<file path="src/shared/pam_pkg.sv">
// Constants and carriers for the alert mask bank.
// Assumes one clock domain shared with the bus transaction engine and status logic.
package pam_pkg;

  // Category count and shared command code
  localparam int NCAT = 7;
  localparam logic [7:0] CMD_ALERT_MASK = 8'h1b;
  localparam logic [7:0] PHASE_ALL = 8'hff;

  // Selectors, one per category, contiguous from vout to vendor
  localparam logic [7:0] SEL_VOUT = 8'h7a;
  localparam logic [7:0] SEL_IOUT = 8'h7b;
  localparam logic [7:0] SEL_INPUT = 8'h7c;
  localparam logic [7:0] SEL_TEMP = 8'h7d;
  localparam logic [7:0] SEL_CML = 8'h7e;
  localparam logic [7:0] SEL_OTHER = 8'h7f;
  localparam logic [7:0] SEL_MFR = 8'h80;

  // Category indices (selector minus SEL_VOUT)
  localparam logic [2:0] CAT_VOUT = 3'h0;
  localparam logic [2:0] CAT_IOUT = 3'h1;
  localparam logic [2:0] CAT_INPUT = 3'h2;
  localparam logic [2:0] CAT_TEMP = 3'h3;
  localparam logic [2:0] CAT_CML = 3'h4;
  localparam logic [2:0] CAT_OTHER = 3'h5;
  localparam logic [2:0] CAT_MFR = 3'h6;

  // Writable bits per category, index 0 at the right
  localparam logic [NCAT-1:0][7:0] WR_BITS = {
    8'hce, // vendor: 7 por, 6 self check, 3 reset pin, 2 back channel, 1 sync
    8'h00, // other: nothing writable
    8'hf2, // comm/logic: 7,6,5,4,1
    8'hc0, // temperature: 7,6
    8'h08, // input: 3
    8'hb0, // output current: 7,5,4
    8'hfc  // output voltage: 7..2
  };

  // Read-only bits that are fixed at one
  localparam logic [NCAT-1:0][7:0] FIX_ONES = {
    8'h00, 8'h01, 8'h00, 8'h00, 8'h00, 8'h00, 8'h00
  };

  // Value held before nonvolatile load: every writable bit masked
  localparam logic [7:0] MASK_PRELOAD = 8'hff;

  typedef logic [NCAT-1:0][7:0] pam_cat_t;

  typedef struct packed {
    logic rd; // 1: block process call read, 0: word write
    logic [7:0] sel;
    logic [7:0] data;
  } pam_req_t;

  typedef struct packed {
    logic valid;
    logic ok;
    logic [7:0] data;
  } pam_rsp_t;

  typedef enum logic {PAM_WAIT_NVM, PAM_RUN} pam_state_t;

endpackage

</file>
<file path="src/design/pam_mask_bank.sv">
// Alert mask bank: seven category masks gating status bits onto the alert pin.
// Assumes the transaction engine, status registers and nonvolatile store share clk.

module pam_mask_bank (
  input wire logic clk,
  input wire logic rst_b,
  input wire logic req_valid,
  input wire pam_pkg::pam_req_t req,
  input wire logic [7:0] phase_sel,
  input wire logic nvm_valid,
  input wire pam_pkg::pam_cat_t nvm_image,
  input wire pam_pkg::pam_cat_t status,
  output pam_pkg::pam_rsp_t rsp,
  output pam_pkg::pam_cat_t mask_image,
  output logic loaded,
  output logic alert_out,
  output logic alert_oe_n
);

  //////////////////////////////////////////////////////////////////////////////
  // Request decode

  pam_pkg::pam_state_t state;
  pam_pkg::pam_state_t next_state;
  logic [7:0] sel_off;
  logic [2:0] idx;
  logic sel_hit;
  logic phase_ok;
  logic accept;
  logic wr_take;

  // Selector to category index; out-of-range selectors miss
  assign sel_off = req.sel - pam_pkg::SEL_VOUT;
  assign idx = sel_off[2:0];
  assign sel_hit = (sel_off < 8'(pam_pkg::NCAT));
  // Categories below CAT_OTHER need the all-phases selector
  assign phase_ok = (idx >= pam_pkg::CAT_OTHER) || (phase_sel == pam_pkg::PHASE_ALL);
  assign accept = req_valid && (state == pam_pkg::PAM_RUN) && sel_hit && phase_ok;
  assign wr_take = accept && !req.rd;

  //////////////////////////////////////////////////////////////////////////////
  // Load state: host requests are refused until the first image arrives

  always_comb
  begin
    next_state = state;
    case (state)
      pam_pkg::PAM_WAIT_NVM:
      begin
        if (nvm_valid)
        begin
          next_state = pam_pkg::PAM_RUN;
        end
      end
      pam_pkg::PAM_RUN:
      begin
        next_state = pam_pkg::PAM_RUN;
      end
      default:
      begin
        next_state = pam_pkg::PAM_WAIT_NVM;
      end
    endcase
  end

  always_ff @(posedge clk or negedge rst_b)
  begin
    if (!rst_b)
    begin
      state <= pam_pkg::PAM_WAIT_NVM;
      loaded <= 1'b0;
    end
    else
    begin
      state <= next_state;
      loaded <= (next_state == pam_pkg::PAM_RUN);
    end
  end

  //////////////////////////////////////////////////////////////////////////////
  // Mask storage, one byte per category

  wire [7:0] next_mask [pam_pkg::NCAT];
  wire [pam_pkg::NCAT-1:0] hot;

  genvar g;
  generate
    for (g = 0; g < pam_pkg::NCAT; g++)
    begin : g_cat
      // Nonvolatile image wins over a host write in the same cycle, so a
      // restore is never half overwritten. Read-only bits are forced on the
      // image and write paths, which keeps them fixed whatever the host writes.
      assign next_mask[g] = nvm_valid ?
        ((nvm_image[g] & pam_pkg::WR_BITS[g]) | pam_pkg::FIX_ONES[g]) :
        (wr_take && (idx == 3'(g))) ?
        ((req.data & pam_pkg::WR_BITS[g]) | pam_pkg::FIX_ONES[g]) :
        mask_image[g];
      // Status bits pass untouched; the mask only gates alert drive
      assign hot[g] = |(status[g] & ~mask_image[g]);
    end
  endgenerate

  // Vendor self-check and sync bits are plain writable bits; clearing them
  // can let power-up or stack-enable glitches through
  always_ff @(posedge clk or negedge rst_b)
  begin
    if (!rst_b)
    begin
      for (int i = 0; i < pam_pkg::NCAT; i++)
      begin
        mask_image[i] <= (pam_pkg::MASK_PRELOAD & pam_pkg::WR_BITS[i]) | pam_pkg::FIX_ONES[i];
      end
    end
    else
    begin
      for (int i = 0; i < pam_pkg::NCAT; i++)
      begin
        mask_image[i] <= next_mask[i];
      end
    end
  end

  //////////////////////////////////////////////////////////////////////////////
  // Answer: every request gets one answer cycle

  pam_pkg::pam_rsp_t next_rsp;

  always_comb
  begin
    next_rsp.valid = req_valid;
    next_rsp.ok = accept;
    next_rsp.data = 8'h00;
    if (accept && req.rd)
    begin
      next_rsp.data = mask_image[idx];
    end
  end

  always_ff @(posedge clk or negedge rst_b)
  begin
    if (!rst_b)
    begin
      rsp <= '0;
    end
    else
    begin
      rsp <= next_rsp;
    end
  end

  //////////////////////////////////////////////////////////////////////////////
  // Alert pin, open drain: level is always low, enable decides

  logic next_alert_on;

  // Registered so the pin never glitches on status decode
  assign next_alert_on = |hot;

  always_ff @(posedge clk or negedge rst_b)
  begin
    if (!rst_b)
    begin
      alert_out <= 1'b0;
      alert_oe_n <= 1'b1;
    end
    else
    begin
      alert_out <= 1'b0;
      alert_oe_n <= !next_alert_on;
    end
  end

  //////////////////////////////////////////////////////////////////////////////
  // Checks

  logic [2:0] chk_idx;
  logic [7:0] chk_data;

  // Helper: last request index and data, for one-cycle-later checks
  always_ff @(posedge clk or negedge rst_b)
  begin
    if (!rst_b)
    begin
      chk_idx <= 3'h0;
      chk_data <= 8'h00;
    end
    else
    begin
      chk_idx <= idx;
      chk_data <= req.data;
    end
  end

  a_write_lands: assert property (
    @(posedge clk) disable iff (!rst_b)
    (wr_take && !nvm_valid) |=> mask_image[chk_idx] ==
      ((chk_data & pam_pkg::WR_BITS[chk_idx]) | pam_pkg::FIX_ONES[chk_idx]))
    else $error("mask write did not land");

  a_read_returns: assert property (
    @(posedge clk) disable iff (!rst_b)
    (accept && req.rd) |=> (rsp.valid && rsp.ok && rsp.data == $past(mask_image[idx])))
    else $error("mask read returned wrong byte");

  a_vout_low_zero: assert property (
    @(posedge clk) disable iff (!rst_b)
    mask_image[pam_pkg::CAT_VOUT][1:0] == 2'h0)
    else $error("vout mask low bits not zero");

  a_iout_fixed: assert property (
    @(posedge clk) disable iff (!rst_b)
    (mask_image[pam_pkg::CAT_IOUT] & 8'h4f) == 8'h00)
    else $error("iout read-only bits not zero");

  a_input_fixed: assert property (
    @(posedge clk) disable iff (!rst_b)
    (mask_image[pam_pkg::CAT_INPUT] & 8'hf7) == 8'h00)
    else $error("input read-only bits not zero");

  a_temp_fixed: assert property (
    @(posedge clk) disable iff (!rst_b)
    mask_image[pam_pkg::CAT_TEMP][5:0] == 6'h00)
    else $error("temperature low bits not zero");

  a_cml_fixed: assert property (
    @(posedge clk) disable iff (!rst_b)
    (mask_image[pam_pkg::CAT_CML] & 8'h0d) == 8'h00)
    else $error("comm mask read-only bits not zero");

  a_other_fixed: assert property (
    @(posedge clk) disable iff (!rst_b)
    mask_image[pam_pkg::CAT_OTHER] == 8'h01)
    else $error("other mask not fixed at one");

  a_mfr_fixed: assert property (
    @(posedge clk) disable iff (!rst_b)
    (mask_image[pam_pkg::CAT_MFR] & 8'h31) == 8'h00)
    else $error("vendor read-only bits not zero");

  a_phase_refuse: assert property (
    @(posedge clk) disable iff (!rst_b)
    (req_valid && sel_hit && idx < pam_pkg::CAT_OTHER && phase_sel != pam_pkg::PHASE_ALL
      && !nvm_valid)
    |=> (rsp.valid && !rsp.ok && $stable(mask_image)))
    else $error("phased access not refused");

  a_nvm_load: assert property (
    @(posedge clk) disable iff (!rst_b)
    nvm_valid |=> mask_image[pam_pkg::CAT_MFR] ==
      ((chk_data & 8'h00) | ($past(nvm_image[pam_pkg::CAT_MFR]) & pam_pkg::WR_BITS[pam_pkg::CAT_MFR])))
    else $error("nonvolatile image not loaded");

  a_alert_follows: assert property (
    @(posedge clk) disable iff (!rst_b)
    ##1 (alert_oe_n == !$past(|hot)))
    else $error("alert pin does not follow unmasked status");

  a_alert_level: assert property (
    @(posedge clk) disable iff (!rst_b)
    alert_out == 1'b0)
    else $error("alert level not low");

  a_rsp_timing: assert property (
    @(posedge clk) disable iff (!rst_b)
    ##1 (rsp.valid == $past(req_valid)))
    else $error("answer not one cycle after request");

  a_refuse_quiet: assert property (
    @(posedge clk) disable iff (!rst_b)
    (req_valid && !accept && !nvm_valid)
    |=> (!rsp.ok && rsp.data == 8'h00 && $stable(mask_image)))
    else $error("refused request changed state");

  a_nvm_wins: assert property (
    @(posedge clk) disable iff (!rst_b)
    nvm_valid |=> mask_image == (($past(nvm_image) & pam_pkg::WR_BITS) | pam_pkg::FIX_ONES))
    else $error("nonvolatile image did not take every category");

  a_preload_refuse: assert property (
    @(posedge clk) disable iff (!rst_b)
    (req_valid && state == pam_pkg::PAM_WAIT_NVM) |=> (rsp.valid && !rsp.ok))
    else $error("request taken before nonvolatile load");

  c_write: cover property (@(posedge clk) disable iff (!rst_b) wr_take);
  c_read: cover property (@(posedge clk) disable iff (!rst_b) accept && req.rd);
  c_refuse: cover property (@(posedge clk) disable iff (!rst_b) req_valid && !accept);
  c_alert: cover property (@(posedge clk) disable iff (!rst_b) $fell(alert_oe_n));
  c_nvm_write: cover property (@(posedge clk) disable iff (!rst_b) nvm_valid && wr_take);

endmodule

</file>
<file path="config.mk">
export PLATFORM = sky130hd
export DESIGN_NAME = pam_mask_bank
export DESIGN_NICKNAME = d
export VERILOG_FILES = /design/src/shared/pam_pkg.sv /design/src/design/pam_mask_bank.sv
export SDC_FILE = /design/constraint.sdc
export NUM_CORES = 1
export LEC_CHECK = 0
export ABC_CLOCK_PERIOD_IN_PS = 1600
export BUFFER_PORTS_ARGS = -buffer_cell sky130_fd_sc_hd__clkbuf_2
export CAP_MARGIN = 20
export CORE_MARGIN = 1
export CORE_UTILIZATION = 39
export DETAILED_ROUTE_END_ITERATION = 10
export PLACE_DENSITY = 0.92
export RECOVER_POWER = 25
export SETUP_SLACK_MARGIN = 0.1
export SLEW_MARGIN = 20
export SYNTH_ARGS = -nofsm -noshare
export SYNTH_HDL_FRONTEND = slang
export SYNTH_SLANG_ARGS = --single-unit
</file>
<file path="constraint.sdc">
create_clock -name clk -period 1.6 [get_ports clk]
set_input_delay 0 -clock clk [delete_from_list [all_inputs] [get_ports clk]]
set_output_delay 0 -clock clk [all_outputs]
set_load 0.02 [all_outputs]
</file>
* Word level (Yosys, flattened, before mapping) *
Index checks and enable logic that the tools add are counted.

storage, ports and cells
  register bits after elaboration = 68
  output and inout bits = 69
  word-level logic and storage cells = 81
  input port bits = 141

cells by class
  add/sub/neg operators = 1
  magnitude comparators = 3
  eq/ne operators = 7
  bitwise logic cells = 15
  reduce and logical (&&, ||, !) cells = 24
  multiplexer cells = 19

operator list
  operator                                                                       count
  8-bit 2-to-1 mux                                                               16
  8-bit AND                                                                      7
  8-bit NOT                                                                      7
  56-bit OR reduction                                                            1
  8-bit binary-select mux with 3-bit select                                      1
  2-bit nonzero test                                                             7
  1-bit logical AND                                                              12
  3-bit equality test (second input constant)                                    3
  8-bit equality test (second input constant)                                    1
  8-bit by 3-bit less-than comparator with 1-bit output (second input constant)  1
  8-bit by 7-bit subtractor with 8-bit output (second input constant)            1
  3-bit by 2-bit equality test with 1-bit output (second input constant)         2
  3-bit by 4-bit less-than comparator with 1-bit output (second input constant)  1
  3-bit by 1-bit equality test with 1-bit output (second input constant)         1
  3-bit >= comparator (second input constant)                                    1
  3-bit logical NOT                                                              1
  1-bit logical NOT                                                              2
  1-bit one-hot mux with 2 select lines                                          1
  1-bit logical OR                                                               1
  1-bit 2-to-1 mux                                                               1
  1-bit NOT                                                                      1

* Depth between registers and ports, before layout *
  word-level depth = 8
  mapped depth = 10
  depth with buffers taken out = 7

* Worst setup path before layout *
Ideal clock, no wire load.

  path type = input to register
  start point = input port req[9] (netlist name)
  end point = register mask_image[37] (netlist name)
  arrival = 1.881 ns
  stages on the path = 10
  slack = -0.365 ns
  buffers on the path = 3
  library setup time = 0.083 ns
  path through = buf_2 > inv_1 > ha_1 > buf_2 > nor2b_1 > o21a_1 > o2111ai_2 > o31a_1 > buf_6 > a221o_1

on the way
  cells in the longest elaborated chain, start to end = 7
  elaborated cells between the ends (all ways) = 10

ends and longest elaborated chain
  element                                                                                       RTL line                                  source
  start, declared                                                                               pam_mask_bank.sv:8                        input wire pam_pkg::pam_req_t req,
  8-bit by 7-bit subtractor with 8-bit output *                                                 pam_mask_bank.sv:33                       assign sel_off = req.sel - pam_pkg::SEL_VOUT;
  8-bit by 3-bit less-than comparator with 1-bit output or 3-bit >= comparator (tied branches)  pam_mask_bank.sv:35, pam_mask_bank.sv:37
  1-bit logical AND or 1-bit logical OR (tied branches)                                         pam_mask_bank.sv:38, pam_mask_bank.sv:37
  1-bit logical AND                                                                             pam_mask_bank.sv:38                       assign accept = req_valid && (state == pam_pkg::PAM_RUN) && sel_hit && phase_ok;
  1-bit logical AND                                                                             pam_mask_bank.sv:39                       assign wr_take = accept && !req.rd;
  1-bit logical AND *                                                                           pam_mask_bank.sv:95                       (wr_take && (idx == 3'(g))) ?
  2-bit nonzero test (no line) *                                                                n/a
  end signal, assigned by index                                                                 pam_mask_bank.sv:111                      mask_image[i] <= (pam_pkg::MASK_PRELOAD & pam_pkg::WR_BITS[i]) | pam_pkg::FIX_ONES[i];
  end signal, assigned by index                                                                 pam_mask_bank.sv:118                      mask_image[i] <= next_mask[i];
  end, declared                                                                                 pam_mask_bank.sv:14                       output pam_pkg::pam_cat_t mask_image,

Mark *: on every way between the ends. The rest lies on a longest branch, timed or not.
A chain may end at the register's enable or synchronous reset.

* Worst setup path after layout *
  start point = register mask_image[30] (netlist name)
  end point = register alert_oe_n

on the way
  cells in the longest elaborated chain, start to end = 4

ends and longest elaborated chain
  element               RTL line              source
  8-bit NOT             pam_mask_bank.sv:99   assign hot[g] = |(status[g] & ~mask_image[g]);
  8-bit AND             pam_mask_bank.sv:99
  56-bit OR reduction   pam_mask_bank.sv:157  assign next_alert_on = |hot;
  1-bit logical NOT     pam_mask_bank.sv:169  alert_oe_n <= !next_alert_on;
  end signal, assigned  pam_mask_bank.sv:169
  end, declared         pam_mask_bank.sv:17   output logic alert_oe_n

Every way passes these cells.

==> metrics.yaml <==
worst_setup_path:
  worstPathCellList: "inv_1, a221oi_1, nand3_1, nor4_2"
  setup.worst_path.start_class: "flop"
  crit_end: "alert_oe_n"
  rrSetupSlack_ns: 0.06
  startpoint: "mask_image[30]"
  path_depth: 4
  crit_buf_inv: 1
  worstPathMaxFanout: 4
  critPathTopFamily: "flip-flops"
  r2r-start: "mask_image[30]"
  cpPeakStageDelay_ns: 0.56
  worst_path_max_delay_cell: "dfstp_2"
  worstPathArrival_ns: 1.76
  worstPathRequired_ns: 1.82
  reg2regPathDepth: 4
  r2r-end: "alert_oe_n"
  path_class: "flop to flop"
  endpoint_kind: "flop"
yosys:
  synth_compound_area_share_pct: 21.45
  yosys.area_share.xor_xnor_pct: 0
  synth_cell_type_count: 43
  synth_simple_gate_area_share_pct: 22.11
  synth_top_family_by_area: "simple AND/OR/NAND/NOR gates"
  syn_inst: 289
  synth_area_per_cell_um2: 8.516
  netlist_area_mm2: 0.002461
  ys_seq_elements: 34
  ys_seq_area_share_pct: 35.74
  synth_mux_area_share_pct: 2.949
  yosys_warnings: 0
  yosys.area_share.adder_pct: 1.017
timing:
  min_period_ns: 1.542
  fin_crit_sh_pct: 96.38
  rsz0062_at_grt: "yes"
  max_freq_ghz: 0.6485
  skew_ns: 0.005907
  hold_ws_ns: 0.01236
  slew_viol_final: 0
  finalHoldViolations: 0
  slew_headroom_pct: 46.15
  tightest_slew_ns: 0.8078
  finalSetupTns_ns: 0
  setup_viol: 0
clock_network:
  cts_made_buffers: 5
  cts_tree: "yes"
  cts.path.max_buffers: 2
  path_clk_slew_ns: 0.07
  clk_latency_ns: 0.30
  h-tree-depth: 2
  root_buffer: "clkbuf_8"
  cts_sinks: 34
hold_path:
  min_from: "nvm_image[15]"
  hold_class: "input port to flop"
power:
  intPower_w: 0.001805
  clkPwrFrac_pct: 24.1
  power.density_mw_per_mm2: 733.6
  seq_power_share_pct: 38.8
  p_comb_share_pct: 37.1
  p_switching_w: 0.001014
  p_total_w: 0.002819
  peakVddDrop_mv: 0.4696
  p_leak_nw: 1.982
  p_sw_share_pct: 35.98
drt:
  ant_nets: 0
  drtPass1Iterations: 5
  vias: 3074
  wl_um: 9533
  drt_iter0_drc: 335
  drt-vias-per-instance: 5.489
  drc_errors: 0
  avgRoutedWirePerCell_um: 17.02
floorplanning:
  die_w_um: 81.44
  start_util_pct: 41.08
  die-area_mm2: 0.006632
  io_pins: 210
  fp.dieH_um: 81.44
  row_count: 28
  core_area_mm2: 0.005991
placement:
  io_buffers: 138
  dpl_cell_area_mm2: 0.003261
  place_congestion: 0.9030
  hpwl_um: 6554
cells_and_area:
  antennaDiodeCount: 0
  ff_latch_area_um2: 879.6
  stdcell_area_mm2: 0.003842
  fillerInstances: 492
  nNetsFinal: 627
  drive_gt1_share_pct: 42.47
  areaGrowthSynthToFinish_pct: 56.13
  multi_input_area_mm2: 0.001440
outcome:
  status: "complete, no violations"
global_routing:
  track_usage_pct: 27.23
  grt_antenna_before_repair: 0
  grt_pass1_wl_um: 13300
  grt_pass1_vias: 2814
  grt_max_degree: 44
  grt_overflow_total: 0
run:
  cap_violations: 0
==> power by group through the flow <==
stage               Combinational [W]  Clock, W  Sequential, W
global route                  0.00112  0.000720        0.00110
finish                        0.00105  0.000681        0.00109
CTS                          0.000955  0.000679        0.00109
global placement             0.000854         0        0.00110
floorplan                    0.000466         0        0.00118
detailed placement           0.000877         0        0.00110
==> worst reg2reg max path, stage by stage, from the launching register on <==
cell	delay (ns)
dfstp_2	0.56
inv_1	0.09
a221oi_1	0.37
nand3_1	0.16
nor4_2	0.27
==> what timing repair did <==
| item | in CTS | in global routing |
|---|---|---|
| hold buffers | 36 | 0 |
| resized for setup | 6 | 13 |
| hold endpoints to repair | 13 | 0 |
| pin swaps | 1 | 8 |
| buffers inserted | 0 | 3 |
| setup endpoints to repair | 17 | 17 |
==> final cells by class <==
type                       instances  area share, %
clock buffer                       6          2.149
clock inverter                     2         0.2931
inverter                          21          2.182
multi-input combinational        220          37.48
sequential                        34          22.89
tap                               75          2.442
timing repair buffer             202          32.56
==> layer usage <==
layer	GRT usage, %	part of all wire (%)	wire length, µm
met2	43.50	48	4593
met4	16.07	4.2	403
met3	7.333	10	983
met1	32.69	37	3553
met5	0	0	0
==> synthesized netlist by cell type <==
library cell | number | area share (%)
dfrtp_1 | 11 | 11
inv_1 | 21 | 3.2
and4_1 | 3 | 1.1
conb_1 | 2 | 0.31
a22o_1 | 2 | 0.71
and4b_1 | 2 | 0.81
and3_1 | 5 | 1.3
a221o_1 | 22 | 8.9
nand2_1 | 50 | 7.6
nand2b_1 | 4 | 1.0
nor2b_1 | 3 | 0.76
nor4b_2 | 1 | 0.61
a2111oi_0 | 2 | 0.71
o21a_1 | 1 | 0.31
nand3_1 | 6 | 1.2
ha_1 | 2 | 1.0
o22a_4 | 1 | 0.71
a31oi_1 | 1 | 0.25
nand3b_1 | 1 | 0.31
dfstp_2 | 23 | 25
o21bai_1 | 1 | 0.31
a221oi_1 | 2 | 0.71
mux2_2 | 2 | 0.92
o21ai_0 | 25 | 5.1
o2111ai_1 | 1 | 0.36
buf_6 | 2 | 0.92
o22ai_1 | 5 | 1.3
a32o_1 | 1 | 0.41
o2111ai_2 | 1 | 0.61
nand4_1 | 4 | 1.0
o31ai_1 | 1 | 0.31
a222oi_1 | 1 | 0.41
clkbuf_1 | 6 | 0.92
mux2i_1 | 5 | 2.0
buf_1 | 2 | 0.31
or2_2 | 1 | 0.25
nor2_1 | 6 | 0.92
buf_2 | 2 | 0.41
nor4_1 | 8 | 2.0
nor3_1 | 7 | 1.4
o31a_1 | 1 | 0.36
and2_1 | 7 | 1.8
buf_4 | 35 | 11
==> cells in the final DEF, fill, tap and decap left out, types with 3 or more instances in the layout <==
cell type	n
a221o_1	22
and2_1	7
and3_1	5
and4_1	3
buf_4	27
clkbuf_1	11
clkbuf_2	127
clkbuf_8	6
conb_1	35
dfrtp_1	11
dfstp_2	23
dlygate4sd3_1	36
inv_1	20
mux2i_1	5
nand2_1	50
nand2b_4	3
nand3_1	6
nand4_1	4
nor2_1	6
nor3_1	4
nor3_2	3
nor4_1	7
o21ai_0	25
o22ai_1	4
==> how the worst min path moves through the flow <==
stage / to / slack, ns / cells past startpoint
4_1_cts: alert_oe_n / 0.004 / 4
5_1_grt: mask_image[36] / 0.02 / 4
6_report: mask_image[15] / 0.01 / 4
3_3_place_gp: rsp[8] / 0.11 / 1
3_5_place_dp: rsp[3] / 0.12 / 1
2_1_floorplan: rsp[0] / -0.30 / 0
==> registers in the layout (all words and copies together), names as in the netlist <==
signal and cells:
alert_oe_n 1, state 1, rsp 10, mask_image 22
==> kinds of logic (layout without fill, tap and decap cells) <==
family	after synthesis	after routing
AND/OR/NAND/NOR	108	108
AO/OA/AOI/OAI	68	68
buffers and inverters	68	231
flip-flops	34	34
multiplexers	7	7
adder cells (fa/ha/maj)	2	2
other	2	35
==> through the flow <==
stage | setup WS, ns | utilization [%] | cells
finish | 0.05788 | 64.14 | 560
CTS | 0.04488 | 62.47 | 557
global route | -0.01830 | 64.14 | 560
global placement | -0.2309 | 54.43 | 513
floorplan | -0.2382 | - | 322
detailed placement | -0.3651 | 54.43 | 513
(Power assumes the default switching activity.)
